### src/pswr_pkg.sv
package pswr_pkg;

	localparam int ADDR_W  = 7;
	localparam int DATA_W  = 8;

	// register offsets on the serial link
	localparam logic [ADDR_W-1:0] OFS_DUTY_TWO  = 7'h19;
	localparam logic [ADDR_W-1:0] OFS_RATE_SEL  = 7'h1c;
	localparam logic [ADDR_W-1:0] OFS_SCRATCH   = 7'h1e;
	localparam logic [ADDR_W-1:0] OFS_WAKE_CTRL = 7'h20;
	localparam logic [ADDR_W-1:0] OFS_QUANTA    = 7'h21;
	localparam logic [ADDR_W-1:0] OFS_SAMPLE    = 7'h22;
	localparam logic [ADDR_W-1:0] OFS_ID_UPPER  = 7'h23;
	localparam logic [ADDR_W-1:0] OFS_ID_MIDHI  = 7'h24;
	localparam logic [ADDR_W-1:0] OFS_ID_MIDLO  = 7'h25;
	localparam logic [ADDR_W-1:0] OFS_ID_LOWER  = 7'h26;
	localparam logic [ADDR_W-1:0] OFS_LP_OPTION = 7'h35;

	// writable bits; everything else is reserved and reads zero
	localparam logic [DATA_W-1:0] MASK_FULL      = 8'hff;
	localparam logic [DATA_W-1:0] MASK_RATE_SEL  = 8'h05;
	localparam logic [DATA_W-1:0] MASK_WAKE_CTRL = 8'hf1;
	localparam logic [DATA_W-1:0] MASK_SAMPLE    = 8'h3f;
	localparam logic [DATA_W-1:0] MASK_ID_LOWER  = 8'h7f;
	localparam logic [DATA_W-1:0] MASK_LP_OPTION = 8'h01;

	localparam logic [DATA_W-1:0] RST_ZERO    = 8'h00;
	localparam logic [DATA_W-1:0] RST_QUANTA  = 8'ha0;
	localparam logic [DATA_W-1:0] RST_SAMPLE  = 8'h33;

	// field positions
	localparam int RATE_ONE_BIT   = 0;
	localparam int RATE_TWO_BIT   = 2;
	localparam int OSC_TRIM_BIT   = 7;
	localparam int TRIM_HI_BIT    = 6;
	localparam int TRIM_LO_BIT    = 5;
	localparam int TO_IRQ_EN_BIT  = 4;
	localparam int CFG_VALID_BIT  = 0;
	localparam int SAMPLE_HI_BIT  = 5;
	localparam int ID_LOW_HI_BIT  = 6;
	localparam int ID_LOW_LO_BIT  = 2;
	localparam int RTR_BIT        = 1;
	localparam int IDE_BIT        = 0;
	localparam int LP_RX_BIT      = 0;
	localparam int ID_W           = 29;

	localparam logic [1:0] TRIM_UNLOCK    = 2'h3;
	localparam logic [2:0] HS_FROM_PULSE2 = 3'h5;

	// serial frame: address lsb first, write flag, then data
	localparam int SPI_FRAME_BITS = 16;
	localparam int SPI_WRITE_BIT  = 7;
	localparam int SPI_DATA_LO    = 8;
	localparam int SPI_CNT_W      = 5;

	// pulse generator timing
	localparam int CLK_HZ        = 250_000_000;
	localparam int RATE_SLOW_HZ  = 200;
	localparam int RATE_FAST_HZ  = 400;
	localparam int DUTY_STEPS    = 255;
	localparam logic [DATA_W-1:0] DUTY_FULL = 8'hff;
	localparam logic [DATA_W-1:0] PHASE_LAST = 8'hfe;
	localparam int STEP_SLOW_CYC = CLK_HZ / (RATE_SLOW_HZ * DUTY_STEPS);
	localparam int STEP_FAST_CYC = CLK_HZ / (RATE_FAST_HZ * DUTY_STEPS);
	localparam int STEP_CNT_W    = 13;
	localparam int PULSE_COUNT   = 2;

endpackage : pswr_pkg

### src/pswr_pulse_if.sv
`timescale 1ns/1ps
interface pswr_pulse_if;
	logic [7:0] duty;
	logic       rateFast;
	logic       pulseOut;

	modport ctl (output duty, output rateFast, input pulseOut);
	modport gen (input duty, input rateFast, output pulseOut);
endinterface : pswr_pulse_if

### src/pswr_pulse_gen.sv
`timescale 1ns/1ps
module pswr_pulse_gen
	import pswr_pkg::*;
#(
	parameter int STEP_SLOW = STEP_SLOW_CYC,
	parameter int STEP_FAST = STEP_FAST_CYC
)
(
	input wire logic   clk,
	input wire logic   sys_rst,
	pswr_pulse_if.gen  port
);

	localparam logic [STEP_CNT_W-1:0] SLOW_LAST = STEP_CNT_W'(STEP_SLOW - 1);
	localparam logic [STEP_CNT_W-1:0] FAST_LAST = STEP_CNT_W'(STEP_FAST - 1);

	logic [STEP_CNT_W-1:0] stepCnt_q;
	logic [STEP_CNT_W-1:0] stepCnt_d;
	logic [DATA_W-1:0]     phase_q;
	logic [DATA_W-1:0]     phase_d;
	logic                  pulse_q;
	logic                  pulse_d;
	logic                  stepTick;

	always_comb
	begin
		// one period is 255 steps, so duty/255 of it is on
		stepTick  = (stepCnt_q >= (port.rateFast ? FAST_LAST : SLOW_LAST));
		stepCnt_d = stepTick ? '0 : stepCnt_q + STEP_CNT_W'(1);
		phase_d   = phase_q;
		if (stepTick)
		begin
			phase_d = (phase_q >= PHASE_LAST) ? '0 : phase_q + DATA_W'(1);
		end
		pulse_d = (port.duty == DUTY_FULL) || (phase_q < port.duty);
	end

	always_ff @(posedge clk or posedge sys_rst)
	begin
		if (sys_rst)
		begin
			stepCnt_q <= '0;
			phase_q   <= '0;
			pulse_q   <= 1'b0;
		end
		else
		begin
			stepCnt_q <= stepCnt_d;
			phase_q   <= phase_d;
			pulse_q   <= pulse_d;
		end
	end

	assign port.pulseOut = pulse_q;

endmodule : pswr_pulse_gen

### src/pswr_regs.sv
`timescale 1ns/1ps
// Functional notes
// - second generator off at duty 0, on at 255, else on duty/255 of period.
// - rate bit clear gives 200 Hz, set gives 400 Hz; bit 0 first, bit 2 second.
// - reserved bit positions always read back as zero.
// - scratch byte cleared at power-up, kept across soft reset.
// - scratch byte reachable only in normal mode; internal logic never uses it.
// - scratch byte survives fail-safe and restart mode transitions.
// - control bit 7 enables oscillator calibration mode.
// - trim unlock field unlocks only for pattern 11.
// - unlocked calibration uses the bus transmit input as trimming reference.
// - low-power receiver option writes accepted only while trim field is 11.
// - bus timeout raises interrupt only when control bit 4 is one.
// - timeout flag sets only with selective wake mode, clears in any mode; irq in normal/stop.
// - selective wake enabled only while configuration-valid bit is one.
// - valid bit clears on wake-up, power-on, and any wake config change.
// - quanta-per-bit register, reset value 0xa0.
// - six-bit sample point fraction, reset value 0x33.
// - 29-bit identifier built from four registers, low bits at 6:2.
// - lowest identifier register bit 1 is the remote request flag.
// - lowest identifier register bit 0 is the extended identifier flag.
// - high-side switch follows second generator when its config is 101.
module pswr_regs
	import pswr_pkg::*;
#(
	parameter int STEP_SLOW = STEP_SLOW_CYC,
	parameter int STEP_FAST = STEP_FAST_CYC
)
(
	input  wire logic              clk,
	input  wire logic              sys_rst,
	input  wire logic              spiSck,
	input  wire logic              spiCsN,
	input  wire logic              spiMosi,
	output wire logic              spiMiso,
	output wire logic              spiMisoOe,
	input  wire logic              softReset,
	input  wire logic              normalMode,
	input  wire logic              stopMode,
	input  wire logic              transceiverSwkMode,
	input  wire logic              wakeEvent,
	input  wire logic              busTimeoutEvent,
	input  wire logic              busTimeoutClear,
	input  wire logic              busTransmitInput,
	input  wire logic [DATA_W-1:0] firstPulseDuty,
	input  wire logic [2:0]        highSideConfig,
	output wire logic              firstPulseOut,
	output wire logic              secondPulseOut,
	output wire logic              highSideDrive,
	output wire logic              timeoutIrq,
	output wire logic              busTimeoutFlag,
	output wire logic              oscTrimEnable,
	output wire logic              trimReference,
	output wire logic              selectiveWakeEnable,
	output wire logic              lowPowerReceiverSelect,
	output wire logic [DATA_W-1:0] quantaPerBit,
	output wire logic [5:0]        samplePoint,
	output wire logic [ID_W-1:0]   wakeIdentifier,
	output wire logic              remoteRequest,
	output wire logic              idExtended
);

	// pins from outside: sck, chip select, mosi, bus transmit input
	localparam int PIN_N   = 4;
	localparam int PIN_SCK = 0;
	localparam int PIN_CS  = 1;
	localparam int PIN_SDI = 2;
	localparam int PIN_TX  = 3;

	logic [PIN_N-1:0] pinMeta_q;
	logic [PIN_N-1:0] pinSync_q;
	logic [PIN_N-1:0] pinRaw;

	assign pinRaw = {busTransmitInput, spiMosi, spiCsN, spiSck};

	always_ff @(posedge clk or posedge sys_rst)
	begin
		if (sys_rst)
		begin
			pinMeta_q <= {1'b0, 1'b0, 1'b1, 1'b0};
			pinSync_q <= {1'b0, 1'b0, 1'b1, 1'b0};
		end
		else
		begin
			pinMeta_q <= pinRaw;
			pinSync_q <= pinMeta_q;
		end
	end

	// register file
	logic [DATA_W-1:0] dutyTwo_q,   dutyTwo_d;
	logic [DATA_W-1:0] rateSel_q,   rateSel_d;
	logic [DATA_W-1:0] scratch_q,   scratch_d;
	logic [DATA_W-1:0] wakeCtrl_q,  wakeCtrl_d;
	logic [DATA_W-1:0] quanta_q,    quanta_d;
	logic [DATA_W-1:0] sample_q,    sample_d;
	logic [DATA_W-1:0] idUpper_q,   idUpper_d;
	logic [DATA_W-1:0] idMidHi_q,   idMidHi_d;
	logic [DATA_W-1:0] idMidLo_q,   idMidLo_d;
	logic [DATA_W-1:0] idLower_q,   idLower_d;
	logic [DATA_W-1:0] lpOption_q,  lpOption_d;
	logic              toFlag_q,    toFlag_d;
	logic              toIrq_q,     toIrq_d;
	logic              trimRef_q,   trimRef_d;
	logic              hsDrive_q,   hsDrive_d;

	logic              trimUnlocked;

	pswr_pulse_if pulseBus [PULSE_COUNT] ();

	assign trimUnlocked = (wakeCtrl_q[TRIM_HI_BIT:TRIM_LO_BIT] == TRIM_UNLOCK);

	function automatic logic [DATA_W-1:0] readReg(input logic [ADDR_W-1:0] addr);
		logic [DATA_W-1:0] val;
		val = '0;
		unique case (addr)
			OFS_DUTY_TWO:  val = dutyTwo_q;
			OFS_RATE_SEL:  val = rateSel_q & MASK_RATE_SEL;
			OFS_SCRATCH:   val = normalMode ? scratch_q : RST_ZERO;
			OFS_WAKE_CTRL: val = wakeCtrl_q & MASK_WAKE_CTRL;
			OFS_QUANTA:    val = quanta_q;
			OFS_SAMPLE:    val = sample_q & MASK_SAMPLE;
			OFS_ID_UPPER:  val = idUpper_q;
			OFS_ID_MIDHI:  val = idMidHi_q;
			OFS_ID_MIDLO:  val = idMidLo_q;
			OFS_ID_LOWER:  val = idLower_q & MASK_ID_LOWER;
			OFS_LP_OPTION: val = lpOption_q & MASK_LP_OPTION;
			default:       val = '0;
		endcase
		return val;
	endfunction : readReg

	// any write here counts as a change of wake configuration
	function automatic logic isWakeConfig(input logic [ADDR_W-1:0] addr);
		return (addr >= OFS_QUANTA && addr <= OFS_ID_LOWER) || (addr == OFS_LP_OPTION);
	endfunction : isWakeConfig

	// serial slave: mode 0, lsb first, 16-bit frames committed on chip select release
	logic [SPI_CNT_W-1:0]      bitCnt_q,   bitCnt_d;
	logic [SPI_FRAME_BITS-1:0] shift_q,    shift_d;
	logic [DATA_W-1:0]         misoSh_q,   misoSh_d;
	logic                      miso_q,     miso_d;
	logic                      sckPrev_q,  sckPrev_d;
	logic                      csPrev_q,   csPrev_d;
	logic                      sckRise;
	logic                      sckFall;
	logic                      csActive;
	logic                      frameEnd;
	logic                      wrEn;
	logic [ADDR_W-1:0]         wrAddr;
	logic [DATA_W-1:0]         wrData;

	assign csActive = ~pinSync_q[PIN_CS];
	assign sckRise  = pinSync_q[PIN_SCK] & ~sckPrev_q;
	assign sckFall  = ~pinSync_q[PIN_SCK] & sckPrev_q;
	assign frameEnd = pinSync_q[PIN_CS] & ~csPrev_q;
	assign wrAddr   = shift_q[ADDR_W-1:0];
	assign wrData   = shift_q[SPI_FRAME_BITS-1:SPI_DATA_LO];
	// short or long frames are dropped whole
	assign wrEn     = frameEnd && (bitCnt_q == SPI_CNT_W'(SPI_FRAME_BITS)) && shift_q[SPI_WRITE_BIT];

	always_comb
	begin
		sckPrev_d = pinSync_q[PIN_SCK];
		csPrev_d  = pinSync_q[PIN_CS];
		bitCnt_d  = bitCnt_q;
		shift_d   = shift_q;
		misoSh_d  = misoSh_q;
		miso_d    = miso_q;
		if (!csActive)
		begin
			bitCnt_d = '0;
			misoSh_d = '0;
			miso_d   = 1'b0;
		end
		else
		begin
			if (sckRise)
			begin
				shift_d = {pinSync_q[PIN_SDI], shift_q[SPI_FRAME_BITS-1:1]};
				if (bitCnt_q != '1)
				begin
					bitCnt_d = bitCnt_q + SPI_CNT_W'(1);
				end
				if (bitCnt_q == SPI_CNT_W'(SPI_DATA_LO - 1))
				begin
					// after eight rises the address sits just below the write flag
					misoSh_d = readReg(shift_d[SPI_DATA_LO +: ADDR_W]);
				end
			end
			if (sckFall && bitCnt_q >= SPI_CNT_W'(SPI_DATA_LO))
			begin
				miso_d   = misoSh_q[0];
				misoSh_d = misoSh_q >> 1;
			end
		end
	end

	always_ff @(posedge clk or posedge sys_rst)
	begin
		if (sys_rst)
		begin
			bitCnt_q  <= '0;
			shift_q   <= '0;
			misoSh_q  <= '0;
			miso_q    <= 1'b0;
			sckPrev_q <= 1'b0;
			csPrev_q  <= 1'b1;
		end
		else
		begin
			bitCnt_q  <= bitCnt_d;
			shift_q   <= shift_d;
			misoSh_q  <= misoSh_d;
			miso_q    <= miso_d;
			sckPrev_q <= sckPrev_d;
			csPrev_q  <= csPrev_d;
		end
	end

	// register updates; restart mode has no input so contents are simply held
	always_comb
	begin
		dutyTwo_d  = dutyTwo_q;
		rateSel_d  = rateSel_q;
		scratch_d  = scratch_q;
		wakeCtrl_d = wakeCtrl_q;
		quanta_d   = quanta_q;
		sample_d   = sample_q;
		idUpper_d  = idUpper_q;
		idMidHi_d  = idMidHi_q;
		idMidLo_d  = idMidLo_q;
		idLower_d  = idLower_q;
		lpOption_d = lpOption_q;
		if (wrEn)
		begin
			unique case (wrAddr)
				OFS_DUTY_TWO:  dutyTwo_d  = wrData;
				OFS_RATE_SEL:  rateSel_d  = wrData & MASK_RATE_SEL;
				OFS_SCRATCH:
				begin
					if (normalMode)
					begin
						scratch_d = wrData;
					end
				end
				OFS_WAKE_CTRL: wakeCtrl_d = wrData & MASK_WAKE_CTRL;
				OFS_QUANTA:    quanta_d   = wrData;
				OFS_SAMPLE:    sample_d   = wrData & MASK_SAMPLE;
				OFS_ID_UPPER:  idUpper_d  = wrData;
				OFS_ID_MIDHI:  idMidHi_d  = wrData;
				OFS_ID_MIDLO:  idMidLo_d  = wrData;
				OFS_ID_LOWER:  idLower_d  = wrData & MASK_ID_LOWER;
				OFS_LP_OPTION:
				begin
					if (trimUnlocked)
					begin
						lpOption_d = wrData & MASK_LP_OPTION;
					end
				end
				default: ;
			endcase
			if (isWakeConfig(wrAddr))
			begin
				wakeCtrl_d[CFG_VALID_BIT] = 1'b0;
			end
		end
		// a wake beats a simultaneous software set of the valid bit
		if (wakeEvent)
		begin
			wakeCtrl_d[CFG_VALID_BIT] = 1'b0;
		end
		// scratch byte is deliberately left out of soft reset
		if (softReset)
		begin
			dutyTwo_d  = RST_ZERO;
			rateSel_d  = RST_ZERO;
			wakeCtrl_d = RST_ZERO;
			quanta_d   = RST_QUANTA;
			sample_d   = RST_SAMPLE;
			idUpper_d  = RST_ZERO;
			idMidHi_d  = RST_ZERO;
			idMidLo_d  = RST_ZERO;
			idLower_d  = RST_ZERO;
			lpOption_d = RST_ZERO;
		end
	end

	always_ff @(posedge clk or posedge sys_rst)
	begin
		if (sys_rst)
		begin
			dutyTwo_q  <= RST_ZERO;
			rateSel_q  <= RST_ZERO;
			scratch_q  <= RST_ZERO;
			wakeCtrl_q <= RST_ZERO;
			quanta_q   <= RST_QUANTA;
			sample_q   <= RST_SAMPLE;
			idUpper_q  <= RST_ZERO;
			idMidHi_q  <= RST_ZERO;
			idMidLo_q  <= RST_ZERO;
			idLower_q  <= RST_ZERO;
			lpOption_q <= RST_ZERO;
		end
		else
		begin
			dutyTwo_q  <= dutyTwo_d;
			rateSel_q  <= rateSel_d;
			scratch_q  <= scratch_d;
			wakeCtrl_q <= wakeCtrl_d;
			quanta_q   <= quanta_d;
			sample_q   <= sample_d;
			idUpper_q  <= idUpper_d;
			idMidHi_q  <= idMidHi_d;
			idMidLo_q  <= idMidLo_d;
			idLower_q  <= idLower_d;
			lpOption_q <= lpOption_d;
		end
	end

	// timeout, trim reference and switch drive
	always_comb
	begin
		toFlag_d = toFlag_q;
		if (busTimeoutClear || softReset)
		begin
			toFlag_d = 1'b0;
		end
		if (busTimeoutEvent && transceiverSwkMode)
		begin
			toFlag_d = 1'b1;
		end
		toIrq_d = busTimeoutEvent && transceiverSwkMode && (normalMode || stopMode)
			&& wakeCtrl_q[TO_IRQ_EN_BIT];
		// trimming follows the pin only when enabled and unlocked
		trimRef_d = oscTrimEnable & pinSync_q[PIN_TX];
		hsDrive_d = (highSideConfig == HS_FROM_PULSE2) & pulseBus[1].pulseOut;
	end

	always_ff @(posedge clk or posedge sys_rst)
	begin
		if (sys_rst)
		begin
			toFlag_q  <= 1'b0;
			toIrq_q   <= 1'b0;
			trimRef_q <= 1'b0;
			hsDrive_q <= 1'b0;
		end
		else
		begin
			toFlag_q  <= toFlag_d;
			toIrq_q   <= toIrq_d;
			trimRef_q <= trimRef_d;
			hsDrive_q <= hsDrive_d;
		end
	end

	// pulse generators
	logic [DATA_W-1:0] genDuty [PULSE_COUNT];
	logic              genFast [PULSE_COUNT];

	assign genDuty[0] = firstPulseDuty;
	assign genDuty[1] = dutyTwo_q;
	assign genFast[0] = rateSel_q[RATE_ONE_BIT];
	assign genFast[1] = rateSel_q[RATE_TWO_BIT];

	genvar g;
	generate
		for (g = 0; g < PULSE_COUNT; g++)
		begin : gen_pulse
			assign pulseBus[g].duty     = genDuty[g];
			assign pulseBus[g].rateFast = genFast[g];
			pswr_pulse_gen #(
				.STEP_SLOW (STEP_SLOW),
				.STEP_FAST (STEP_FAST)
			) u_gen (
				.clk     (clk),
				.sys_rst (sys_rst),
				.port    (pulseBus[g])
			);
		end
	endgenerate

	assign firstPulseOut          = pulseBus[0].pulseOut;
	assign secondPulseOut         = pulseBus[1].pulseOut;
	assign highSideDrive          = hsDrive_q;
	assign timeoutIrq             = toIrq_q;
	assign busTimeoutFlag         = toFlag_q;
	assign oscTrimEnable          = wakeCtrl_q[OSC_TRIM_BIT] & trimUnlocked;
	assign trimReference          = trimRef_q;
	assign selectiveWakeEnable    = wakeCtrl_q[CFG_VALID_BIT] & transceiverSwkMode;
	assign lowPowerReceiverSelect = lpOption_q[LP_RX_BIT];
	assign quantaPerBit           = quanta_q;
	assign samplePoint            = sample_q[SAMPLE_HI_BIT:0];
	assign wakeIdentifier         = {idUpper_q, idMidHi_q, idMidLo_q,
		idLower_q[ID_LOW_HI_BIT:ID_LOW_LO_BIT]};
	assign remoteRequest          = idLower_q[RTR_BIT];
	assign idExtended             = idLower_q[IDE_BIT];
	assign spiMiso                = miso_q;
	assign spiMisoOe              = csActive;

endmodule : pswr_regs

### config.mk
export PLATFORM = sky130hd
export DESIGN_NAME = pswr_regs
export DESIGN_NICKNAME = d
export VERILOG_FILES = /design/src/pswr_pkg.sv /design/src/pswr_pulse_if.sv /design/src/pswr_pulse_gen.sv /design/src/pswr_regs.sv
export SDC_FILE = /design/constraint.sdc
export NUM_CORES = 1
export LEC_CHECK = 0
export ABC_AREA = 1
export ABC_CLOCK_PERIOD_IN_PS = 13100
export BUFFER_PORTS_ARGS = -buffer_cell sky130_fd_sc_hd__buf_4
export CAP_MARGIN = 20
export CORE_ASPECT_RATIO = 1.75
export CORE_MARGIN = 8
export CORE_UTILIZATION = 60
export CTS_BUF_LIST = sky130_fd_sc_hd__clkbuf_8
export CTS_CLUSTER_SIZE = 20
export DETAILED_ROUTE_END_ITERATION = 16
export PLACE_DENSITY = 0.81
export SKIP_LAST_GASP = 1
export SYNTH_ARGS = -nofsm -noshare
export SYNTH_HDL_FRONTEND = slang
export SYNTH_SLANG_ARGS = --single-unit
### constraint.sdc
create_clock -name clk -period 13.1 [get_ports clk]
set_clock_uncertainty 0.1 [all_clocks]
set_input_delay 0.655 -clock clk [delete_from_list [all_inputs] [get_ports clk]]
set_output_delay 0.655 -clock clk [all_outputs]
set_load 0.02 [all_outputs]
==> flow_summary.ini <==
[sta]
rsz0062_at_grt = no
worst_pin_slew_ps = 995.4
max-slew-margin-rel_pct = 33.64
final.setup.tns_ps = 0
min_period_over_period_pct = 18.93
hold_viol = 0
fmax_ghz = 0.4032
slew_violations = 0
period_needed_ps = 2480
setup_viol = 0

[clock_tree]
postCtsSetupBuffers = 0
h-tree-depth = 4
clk_pin_slew_worst_paths_ps = 90
clk_latency_ps = 460
cts_hold_buf = 0
ctsLongestPathBuffers = 2
numCtsBuffers = 17
cts_sinks = 157
cts_resized = 0
clockRootBuffer = clkbuf_8
cts_tree = yes

[pwr]
leakagePower_uw = 0.004752
worst_ir_drop_vdd_uv = 68.75
powerDensity_nw_per_um2 = 110.2

[routing]
vias = 7457
ant_nets = 0
drcViolationCount = 0
wl_per_cell_microns = 16.70
routed_wl_microns = 22250
drt_iter0_markers = 606
via_per_inst = 5.598
dr.pass1.iters = 5

[worst_setup_path]
worst-endpoint-arrival_ps = 2780
crit_path_end_kind = flop
cp.required_ps = 13400
path_delay_family = simple AND/OR/NAND/NOR gates
crit_chain = inv_1 -> nand2_1 -> nor2_2 -> nand2_1 -> o21ai_0 -> nand3b_1 -> nand2_1 -> nand2_1 -> nand2_1 -> nand2_1
critPathKind = flop to flop
max_stage_delay_ps = 510
crit_path_top_delay_cell = o21ai_0
crit_path_max_fanout = 14
path_buf_inv = 1
critPathLaunchType = flop
cp_common_cell = nand2_1

[synthesis]
synth.distinct_cells = 43
synthCells = 1063
ys.flop_type = dfrtp_1
synth_edf_count = 0
post_synth.cell_area_avg_sq_um = 8.033
synth_fp_nets = 1126
ys_seq_elements = 157
ys_seq_area_share_pct = 46.14
synth.yosys.warnings = 0
async_reset_ff_share_pct = 100.0
syn_area_sq_um = 8539

[placed_design]
place.gp.congestion = 0.9861
place_inst = 1300
dp.final_hpwl_microns = 17000
place.port_buffers = 79
place_area_sq_um = 9253

[global_route]
grt_pass1_wl_microns = 36700
grt_start_max_net_pins = 81
gr-total-overflow = 0
grt_usage_pct = 24.86
grt_pass1_vias = 7480
antenna_found_initial = 0

[min_path]
hold_path_class = input port to flop

[die]
ioPinCount = 80
initial_utilization_pct = 61.40
die-area_sq_um = 18460
fp.coreArea_sq_um = 13910
die_h_microns = 173.8
dieWidth_microns = 106.2
std_cell_rows = 57

[layout]
final_cell_mix = 269 x nand2_1, 148 x dfrtp_1, 132 x nor2_1
mostFrequentLayoutCell = nand2_1
antennaDiodeCount = 0
nets = 1205
fin_area_sq_um = 9635
syn2layout_area_growth_pct = 12.84
multi_input_area_sq_um = 4004
finalNonFillerCells = 1332
regArea_sq_um = 3940
nFillCells = 1213
drive_above_1_share_pct = 15.93

[run]
maxCapViolations = 0

[outcome]
outcome = completed
[synthesized netlist by cell type (all sizes together) (3+ instances only)]
cell	n	area, sq um
a21oi	24	131.4
dfstp	9	236.5
nand3	107	563.0
o21ai	103	616.8
buf	18	117.6
ha	39	488.0
clkbuf	5	18.77
nand3b	4	30.03
inv	120	455.4
nor2	139	566.8
nand4	12	75.07
or2	6	37.53
xnor2	8	70.07
nand2	270	1021
nor3b	3	22.52
xor2	16	140.1
nor4	6	50.04
nor3	15	118.9
dfrtp	148	3704
[worst paths after layout]
kind | startpoint | end | slack, ps | depth (start not counted)
min | spiCsN | pinMeta_q[1] | 190 | 1
max | shift_q[14] | misoSh_q[3] | 10620 | 10
min in group asynchronous | sys_rst | gen_pulse[0].u_gen.stepCnt_q[8] | 200 | 2
min reg2reg | pinMeta_q[3] | pinSync_q[3] | 260 | 0
max in group asynchronous | sys_rst | idUpper_q[1] | 11240 | 3
max reg2reg | shift_q[14] | misoSh_q[3] | 10620 | 10
[per-layer routing]
metal  wire length [microns]  up-vias  global-route usage [%]  share of wire, %
met5                       0        -                       0                 0
met3                    1163       74                   4.765               5.2
li1                        -     3593                       -                 -
met1                    7940     3543                   25.64                36
met4                    1109        0                   14.69               5.0
met2                   12030      247                   44.94                54
[flip-flops by register name (all words and copies together) (netlist names), 8 cells and up]
name	count
misoSh_q	8
scratch_q	8
quantaPerBit	8
idUpper_q	8
gen_pulse.u_gen.stepCnt_q	26
shift_q	16
idMidLo_q	8
gen_pulse.u_gen.phase_q	16
dutyTwo_q	8
idMidHi_q	8
[cell families (layout without fill, tap and decap cells)]
kind of cell               Yosys count  count (layout)  share of synthesized area, %
AOI/OAI and AO/OA                  137             137                         9.612
and+or+nand+nor                    562             562                         29.10
DFF                                157             157                         46.14
adders and majority gates           39              39                         5.714
buffers and inverters              144             236                         6.974
xor gates and xnor gates            24              24                         2.462
[cell type report]
cell class,instances,share of cell area (%)
repair buffers,83,6.467
clock inverters,14,1.402
multi-input cells,762,41.55
clock buffers,18,2.571
well taps,177,2.298
flip-flops and latches,157,40.89
inverters,121,4.818
[through the flow]
stage                     total power (uW)  util (%)  setup WS [ps]  hold WS, ps
after CTS                             1064     69.28          10620        179.1
after detailed placement             717.5     66.53          10630        240.2
after floorplan                      650.6         -           8125        231.2
after global placement               714.2     66.53          10670        235.1
after global routing                  1104     69.28          10340        178.5
final                                 1062     69.28          10620        194.4
[power breakdown]
group / total [uW] / switching, uW / internal [uW]
logic: 169 / 118 / 50.8
registers: 542 / 29.1 / 512
clock network: 352 / 193 / 159
Power figures use the tool's default switching activity.
